--- src/hw/ptt_regs.svh ---
`ifndef PTT_REGS_SVH
`define PTT_REGS_SVH
// register byte offsets
`define PTT_CTRL_OFS 8'h00
`define PTT_CFG_OFS 8'h04
`define PTT_CNT_OFS 8'h08
// control register fields
`define PTT_RUN_BIT 1
`define PTT_IE_BIT 2
`define PTT_ACK_BIT 3
`define PTT_RATE_LSB 4
`define PTT_RATE_MSB 6
`define PTT_PEND_BIT 7
// configuration register fields
`define PTT_EXT_BIT 0
`define PTT_KEEP_BIT 1
// reset values
`define PTT_CTRL_RST 8'h00
`define PTT_CFG_RST 8'h00
// number of divider stages
`define PTT_STAGES 15
`endif

--- src/hw/ptt_pkg.sv ---
package ptt_pkg;
  typedef logic [2:0] ptt_rate_t;
  typedef logic [3:0] ptt_tap_t;
  typedef logic [15:0] ptt_div_t;

  // stage index whose rise marks the selected tap
  function automatic ptt_tap_t ptt_tap_index(input ptt_rate_t r);
    case (r)
      3'h0: return 4'hE;
      3'h1: return 4'hC;
      3'h2: return 4'hA;
      3'h3: return 4'h6;
      3'h4: return 4'h5;
      3'h5: return 4'h4;
      3'h6: return 4'h3;
      default: return 4'h2;
    endcase
  endfunction

  // full divider value in source clocks
  function automatic ptt_div_t ptt_divider(input ptt_rate_t r);
    return ptt_div_t'(16'h0002 << ptt_tap_index(r));
  endfunction
endpackage

--- src/hw/ptt_div_if.sv ---
`timescale 1ns/100ps
`include "ptt_regs.svh"
interface ptt_div_if;
  logic run;
  logic adv;
  ptt_pkg::ptt_rate_t rate;
  logic [`PTT_STAGES-1:0] count;
  logic tick;
  modport ctl (output run, output adv, output rate,
               input count, input tick);
  modport div (input run, input adv, input rate,
               output count, output tick);
endinterface

--- src/hw/ptt_divider.sv ---
`timescale 1ns/100ps
`include "ptt_regs.svh"
module ptt_divider (
  input wire logic clk_i,
  input wire logic rst_i,
  ptt_div_if.div dv
);
  logic tap_q;
  logic tap_now;
  logic [15:0] since;
  logic first;

  // inverted tap: falls when the tap stage rises
  always_comb begin
    tap_now = ~dv.count[ptt_pkg::ptt_tap_index(dv.rate)];
  end

  // binary chain, held at zero while stopped
  always_ff @(posedge clk_i) begin
    if (rst_i || !dv.run) begin
      dv.count <= '0;
    end else if (dv.adv) begin
      dv.count <= dv.count + 15'h0001;
    end
  end

  // last tap level for fall detection
  always_ff @(posedge clk_i) begin
    if (rst_i) begin
      tap_q <= 1'b1;
    end else begin
      tap_q <= tap_now;
    end
  end

  // one pulse per tap fall
  assign dv.tick = tap_q & ~tap_now;

  // helper: source clocks since enable or last tick
  always_ff @(posedge clk_i) begin
    if (rst_i || !dv.run) begin
      since <= 16'h0000;
      first <= 1'b1;
    end else if (dv.tick) begin
      since <= {15'h0000, dv.adv};
      first <= 1'b0;
    end else if (dv.adv) begin
      since <= since + 16'h0001;
    end
  end

  hold_zero_a: assert property (@(posedge clk_i) disable iff (rst_i)
    !dv.run |=> dv.count == '0)
    else $error("chain not held at zero");

  chain_step_a: assert property (@(posedge clk_i) disable iff (rst_i)
    dv.run && $past(dv.run) && $past(dv.adv)
      |-> dv.count == $past(dv.count) + 15'h0001)
    else $error("chain did not advance");

  first_half_a: assert property (@(posedge clk_i) disable iff (rst_i)
    dv.tick && first
      |-> since == (ptt_pkg::ptt_divider(dv.rate) >> 1))
    else $error("first tick not at half period");

  full_period_a: assert property (@(posedge clk_i) disable iff (rst_i)
    dv.tick && !first
      |-> since == ptt_pkg::ptt_divider(dv.rate))
    else $error("tick period wrong");
endmodule

--- src/hw/ptt_timebase.sv ---
// What this block does
// - stopped chain held at all zeros
// - chain advances once run is set
// - tap overflow sets the pending flag
// - pending and enabled raises interrupt request
// - acknowledge one clears, else flag stays
// - first tick half period, then full
// - external clock used whenever it is on
// - counts in stop if oscillator kept
// - rate select picks one of eight dividers
// - period is divider times source period
// - fifteen stages, eight selectable taps
// - reset clears run and interrupt enable
// - acknowledge reads zero, zero write ignored
// - keeps counting and flagging in wait
`timescale 1ns/100ps
`include "ptt_regs.svh"
module ptt_timebase (
  input wire logic clk_i,
  input wire logic rst_i,
  input wire logic wb_cyc_i,
  input wire logic wb_stb_i,
  input wire logic wb_we_i,
  input wire logic [7:0] wb_adr_i,
  input wire logic [3:0] wb_sel_i,
  input wire logic [31:0] wb_dat_i,
  output logic [31:0] wb_dat_o,
  output logic wb_ack_o,
  input wire logic external_clock_i,
  input wire logic internal_clock_i,
  input wire logic stop_mode_i,
  input wire logic wait_mode_i,
  output logic tick_irq_o
);
  ptt_div_if dv ();

  // software state
  logic tick_run_enable;
  logic tick_irq_enable;
  ptt_pkg::ptt_rate_t tick_rate_select;
  logic tick_pending_flag;
  logic external_clock_on;
  logic osc_keep_in_stop;

  // source clock synchronisers
  logic ext_s1;
  logic ext_s2;
  logic ext_s3;
  logic int_s1;
  logic int_s2;
  logic int_s3;
  logic ext_rise;
  logic int_rise;
  logic src_rise;
  logic clock_alive;

  // bus decode
  logic bus_req;
  logic bus_blocked;
  logic wr_take;
  logic wr_ctrl;
  logic wr_cfg;
  logic ack_clr;
  logic next_flag;
  logic [31:0] rd_word;

  // two flops before the edge detectors
  always_ff @(posedge clk_i) begin
    if (rst_i) begin
      ext_s1 <= 1'b0;
      ext_s2 <= 1'b0;
      ext_s3 <= 1'b0;
    end else begin
      ext_s1 <= external_clock_i;
      ext_s2 <= ext_s1;
      ext_s3 <= ext_s2;
    end
  end

  always_ff @(posedge clk_i) begin
    if (rst_i) begin
      int_s1 <= 1'b0;
      int_s2 <= 1'b0;
      int_s3 <= 1'b0;
    end else begin
      int_s1 <= internal_clock_i;
      int_s2 <= int_s1;
      int_s3 <= int_s2;
    end
  end

  // rising edges of the source clocks as enables
  assign ext_rise = ext_s2 & ~ext_s3;
  assign int_rise = int_s2 & ~int_s3;

  // external source whenever it is switched on
  assign src_rise = external_clock_on ? ext_rise : int_rise;

  // in stop the source only runs when kept alive; wait never gates
  assign clock_alive = !stop_mode_i || osc_keep_in_stop;

  // hand the divider its controls
  assign dv.run = tick_run_enable;
  assign dv.adv = src_rise & clock_alive;
  assign dv.rate = tick_rate_select;

  ptt_divider u_div (
    .clk_i (clk_i),
    .rst_i (rst_i),
    .dv (dv.div)
  );

  // classic wishbone request and its one-cycle answer
  assign bus_req = wb_cyc_i & wb_stb_i;

  // registers are out of reach in wait and stop
  assign bus_blocked = wait_mode_i | stop_mode_i;

  // writes land on the edge that samples ack
  assign wr_take = bus_req & wb_we_i & wb_ack_o & wb_sel_i[0]
                   & ~bus_blocked;
  assign wr_ctrl = wr_take && (wb_adr_i[7:2] == `PTT_CTRL_OFS >> 2);
  assign wr_cfg = wr_take && (wb_adr_i[7:2] == `PTT_CFG_OFS >> 2);

  // only a written one acknowledges
  assign ack_clr = wr_ctrl & wb_dat_i[`PTT_ACK_BIT];

  // ack toggles high for one cycle per request
  always_ff @(posedge clk_i) begin
    if (rst_i) begin
      wb_ack_o <= 1'b0;
    end else begin
      wb_ack_o <= bus_req & ~wb_ack_o;
    end
  end

  // read mux, unmapped and blocked read as zero
  always_comb begin
    rd_word = 32'h0000_0000;
    if (!bus_blocked) begin
      case (wb_adr_i[7:2])
        `PTT_CTRL_OFS >> 2: begin
          rd_word[`PTT_PEND_BIT] = tick_pending_flag;
          rd_word[`PTT_RATE_MSB:`PTT_RATE_LSB] = tick_rate_select;
          rd_word[`PTT_IE_BIT] = tick_irq_enable;
          rd_word[`PTT_RUN_BIT] = tick_run_enable;
        end
        `PTT_CFG_OFS >> 2: begin
          rd_word[`PTT_EXT_BIT] = external_clock_on;
          rd_word[`PTT_KEEP_BIT] = osc_keep_in_stop;
        end
        `PTT_CNT_OFS >> 2: begin
          rd_word[`PTT_STAGES-1:0] = dv.count;
        end
        default: begin
          rd_word = 32'h0000_0000;
        end
      endcase
    end
  end

  // read data captured with the rising ack
  always_ff @(posedge clk_i) begin
    if (rst_i) begin
      wb_dat_o <= 32'h0000_0000;
    end else if (bus_req && !wb_ack_o) begin
      wb_dat_o <= rd_word;
    end
  end

  // control register
  always_ff @(posedge clk_i) begin
    if (rst_i) begin
      tick_run_enable <= 1'(`PTT_CTRL_RST >> `PTT_RUN_BIT);
      tick_irq_enable <= 1'(`PTT_CTRL_RST >> `PTT_IE_BIT);
      tick_rate_select <= 3'h0;
    end else if (wr_ctrl) begin
      tick_run_enable <= wb_dat_i[`PTT_RUN_BIT];
      tick_irq_enable <= wb_dat_i[`PTT_IE_BIT];
      // software keeps the rate steady while running
      tick_rate_select <= wb_dat_i[`PTT_RATE_MSB:`PTT_RATE_LSB];
    end
  end

  // configuration register
  always_ff @(posedge clk_i) begin
    if (rst_i) begin
      external_clock_on <= 1'b0;
      osc_keep_in_stop <= 1'b0;
    end else if (wr_cfg) begin
      external_clock_on <= wb_dat_i[`PTT_EXT_BIT];
      osc_keep_in_stop <= wb_dat_i[`PTT_KEEP_BIT];
    end
  end

  // sticky flag: a tick beats a same-cycle acknowledge
  assign next_flag = dv.tick | (tick_pending_flag & ~ack_clr);

  always_ff @(posedge clk_i) begin
    if (rst_i) begin
      tick_pending_flag <= 1'b0;
    end else begin
      tick_pending_flag <= next_flag;
    end
  end

  // request follows flag and enable, one cycle later
  always_ff @(posedge clk_i) begin
    if (rst_i) begin
      tick_irq_o <= 1'b0;
    end else begin
      tick_irq_o <= tick_pending_flag & tick_irq_enable;
    end
  end

  irq_follow_a: assert property (@(posedge clk_i) disable iff (rst_i)
    ##1 tick_irq_o == $past(tick_pending_flag & tick_irq_enable))
    else $error("interrupt request does not follow flag and enable");

  flag_hold_a: assert property (@(posedge clk_i) disable iff (rst_i)
    tick_pending_flag && !ack_clr |=> tick_pending_flag)
    else $error("pending flag dropped without acknowledge");

  ack_clear_a: assert property (@(posedge clk_i) disable iff (rst_i)
    ack_clr && !dv.tick |=> !tick_pending_flag)
    else $error("acknowledge did not clear flag");

  set_wins_a: assert property (@(posedge clk_i) disable iff (rst_i)
    dv.tick |=> tick_pending_flag ##1 tick_irq_o == $past(tick_irq_enable))
    else $error("tick lost or request missing");

  zero_ack_a: assert property (@(posedge clk_i) disable iff (rst_i)
    wr_ctrl && !wb_dat_i[`PTT_ACK_BIT] && tick_pending_flag
      |=> tick_pending_flag)
    else $error("zero acknowledge changed the flag");

  ack_reads_zero_a: assert property (@(posedge clk_i)
    disable iff (rst_i)
    wb_ack_o |-> !wb_dat_o[`PTT_ACK_BIT])
    else $error("acknowledge bit read back as one");

  reset_clears_a: assert property (@(posedge clk_i)
    $past(rst_i) |-> !tick_run_enable && !tick_irq_enable)
    else $error("reset left run or interrupt enable set");

  source_pick_a: assert property (@(posedge clk_i) disable iff (rst_i)
    clock_alive && (external_clock_on ? ext_rise : int_rise)
      |-> dv.adv)
    else $error("selected source edge not used");

  other_src_a: assert property (@(posedge clk_i) disable iff (rst_i)
    external_clock_on && !ext_rise |-> !dv.adv)
    else $error("internal edge used while external is on");

  stop_gate_a: assert property (@(posedge clk_i) disable iff (rst_i)
    stop_mode_i && !osc_keep_in_stop |-> !dv.adv)
    else $error("chain advanced in stop without oscillator");

  wait_runs_a: assert property (@(posedge clk_i) disable iff (rst_i)
    wait_mode_i && !stop_mode_i && src_rise |-> dv.adv)
    else $error("chain stalled in wait");

  bus_answer_a: assert property (@(posedge clk_i) disable iff (rst_i)
    bus_req && !wb_ack_o |=> wb_ack_o ##1 !wb_ack_o)
    else $error("bus answer not a single cycle pulse");
endmodule

--- config.mk ---
export PLATFORM = sky130hd
export DESIGN_NAME = ptt_timebase
export DESIGN_NICKNAME = d
export VERILOG_FILES = /design/src/hw/ptt_pkg.sv /design/src/hw/ptt_div_if.sv /design/src/hw/ptt_divider.sv /design/src/hw/ptt_timebase.sv
export VERILOG_INCLUDE_DIRS = /design/src /design/src/hw
export SDC_FILE = /design/constraint.sdc
export NUM_CORES = 1
export LEC_CHECK = 0
export ABC_AREA = 1
export BUFFER_PORTS_ARGS = -buffer_cell sky130_fd_sc_hd__buf_2
export CORE_AREA = 2 2 79 81
export DETAILED_ROUTE_END_ITERATION = 6
export DIE_AREA = 0 0 81 83
export PLACE_DENSITY = 0.68
export SYNTH_ARGS = -nofsm -noshare
export SYNTH_HDL_FRONTEND = slang
export SYNTH_SLANG_ARGS = --single-unit
--- constraint.sdc ---
create_clock -name clk_i -period 2.6 [get_ports clk_i]
set_clock_uncertainty 0.2 [all_clocks]
set_input_delay 0.13 -clock clk_i [delete_from_list [all_inputs] [get_ports clk_i]]
set_output_delay 0.13 -clock clk_i [all_outputs]
set_load 0.03 [all_outputs]
==> results.ini <==
[run_status]
status = complete, no violations

[final_layout]
fin_util_pct = 47.7
fillerInstances = 628
layout-drive-gt1-share_pct = 15.4
area_growth_pct = 14.7
antenna_cells = 0
final_nets = 455

[worst_setup_path]
reg2reg_depth = 7
path_class = flop to flop
crit_arrival_ps = 1760
endpoint_kind = flop
crit_path_max_fanout = 5
start_kind = flop
worstPathRequired_ps = 2620

[yosys]
avgSynthCellArea_um2 = 6.82
yosys.area.top_type = dfxtp_1
yosys_warnings = 0
synth_top_area_share_pct = 38.9
syn_inst = 355
yosysUniqueCellTypes = 31
synth_area_um2 = 2420
synth_seq_cells = 47
synth-edff-count = 0
yosysSeqAreaShare_pct = 38.9
synth_area_leaders = dfxtp_1, nand2_1, nor2_1, inv_1, nand3_1
synth_ff_type = dfxtp_1
ys_async_sr_fraction_pct = 0

[clock_network]
cts.sinks = 47
cts_htree_levels = 2
clk_latency_ps = 300
cts_buffers = 5
cts.repair.resized = 0
clock_path_buffers = 2
root_buffer = clkbuf_8
cts_tree = built
clk_pin_slew_ps = 80

[global_routing]
grt_first_pass_wirelength_mm = 8.91
grt_max_degree = 21
antenna_found_initial = 0
gr-usage-all-layers_pct = 16.4
first_global_vias = 2100
gr-total-overflow = 0

[job]
drv_cap = 0

[drt]
drt_drc_violations_left = 0
vias = 2239
drtIter0Drc = 110
wl_per_cell_um = 10.7
vias_per_cell = 4.69
routed_wl_mm = 5.08
antenna_left = 0
met1_length_mm = 2.38
highest_layer = met4
wl_met3_um = 261
dr_wl_met2_mm = 2.36
first_pass_iters = 4

[die]
fp-row-count = 28
dieArea_um2 = 6720
die_width_um = 81
die_h_um = 83
io-pin-count = 87
fp.coreArea_um2 = 5820
start_util_pct = 41.6

[pwr]
finalPower_mw = 1.23
power_leakage_nw = 1.20
ir_worst_vdd_mv = 0.227
powerDensity_nw_per_um2 = 443

[worst_hold_path]
hold_path_class = input pin to flop
hold_depth = 2

[place]
dpl.hpwl_mm = 3.94
post-place-ws_ps = 735
io_buffers = 39
place.gp.congestion = 0.891

[sta]
finalSetupViolCount = 0
fin_crit_sh_pct = 66.7
min_period_ps = 1730
hold_viol = 0
finalWorstSetupSlack_ps = 866
rsz0062_at_grt = false
tns_ps = 0
fmax_mhz = 577
final_max_slew_viol_count = 0

cells by family (layout without fill, tap and decap cells):
group | Yosys count | after routing | synth area share [%]
AO/OA/AOI/OAI | 50 | 50 | 11.4
XOR/XNOR | 6 | 6 | 2.17
adder cells (fa/ha/maj) | 1 | 1 | 0.517
buffers and inverters | 68 | 99 | 13.6
flip-flops | 47 | 47 | 38.9
other | 1 | 17 | 0.155
AND/OR/NAND/NOR | 182 | 182 | 33.2
final timing paths:
check,start,end,slack [ps]
setup / recovery,u_div.dv.count[0],u_div.dv.count[8],870
hold / removal,rst_i,wb_dat_o[0],10
setup reg to reg,u_div.dv.count[0],u_div.dv.count[8],870
hold reg to reg,int_s1,int_s2,220
worst max-delay path, stage by stage (launching register included):
cell     delay (ps)
dfxtp_1         400
ha_1            280
inv_1            80
nor2_1          290
nand2_1         110
xnor2_1         140
nand2_1          60
a21oi_1         110
power breakdown:
group / switching, mW / internal (mW)
Sequential: 0.00142 / 0.723
Combinational: 0.0673 / 0.0274
Clock: 0.223 / 0.189
synth_stat cells, types with 2 or more instances:
master,instances
a21oi_1,23
and3_1,2
buf_2,3
buf_4,17
clkbuf_1,4
dfxtp_1,47
inv_1,38
inv_2,4
nand2_1,90
nand2_2,3
nand3_1,26
nand4_1,6
nor2_1,44
nor2_2,2
nor3_1,4
nor3_4,3
o211ai_1,3
o21ai_0,18
o21ai_1,2
xnor2_1,3
xor2_1,3
flip-flops by register name, indices dropped and copies added (netlist names):
name and flops:
dv.rate 3, dv.run 1, ext_s1 1, ext_s2 1, ext_s3 1, external_clock_on 1
int_s1 1, int_s2 1, int_s3 1, osc_keep_in_stop 1, tick_irq_enable 1, tick_irq_o 1
tick_pending_flag 1, u_div.dv.count 15, u_div.tap_q 1, wb_ack_o 1, wb_dat_o 15
metrics by stage:
stage / instance area (um2) / hold WS, ps / cells
after global placement: 2610 / 136 / 460
final: 2780 / 11.6 / 477
after CTS: 2780 / 10.5 / 477
after global routing: 2780 / 39.9 / 477
after detailed placement: 2610 / 156 / 460
after floorplan: 2480 / 37.0 / 371
cells in the final DEF, fill, tap and decap left out, drive strengths merged, types with 2 or more instances in the layout:
cell          n
dlygate4sd3   9
nand2        93
xnor2         3
inv          42
and3          2
conb         17
a21oi        23
xor2          3
nand4         6
nand3        27
clkbuf        7
buf          40
nor2         47
dfxtp        47
o211ai        3
nor3          7
o21ai        20
area by class of cell:
| class | count | area (um2) | area share [%] |
|---|---|---|---|
| clock buffers | 7 | 76.3 | 2.75 |
| clock inverters | 1 | 5.00 | 0.180 |
| inverters | 42 | 158 | 5.68 |
| multi-input cells | 256 | 1210 | 43.6 |
| flip-flops and latches | 47 | 941 | 33.9 |
| well taps | 75 | 93.8 | 3.38 |
| repair buffers | 49 | 293 | 10.5 |
per-layer routing:
layer	vias up	global-route usage [%]
met2	55	27.0
met5	-	0
met4	0	5.55
met1	988	20.7
met3	8	4.02
li1	1188	-
repair_timing:
action                    in CTS  in global routing
hold buffers                   9                  0
hold endpoints to repair      10                  0
setup buffers                  0                  0
No activity file was read; power rests on OpenSTA's default activity.
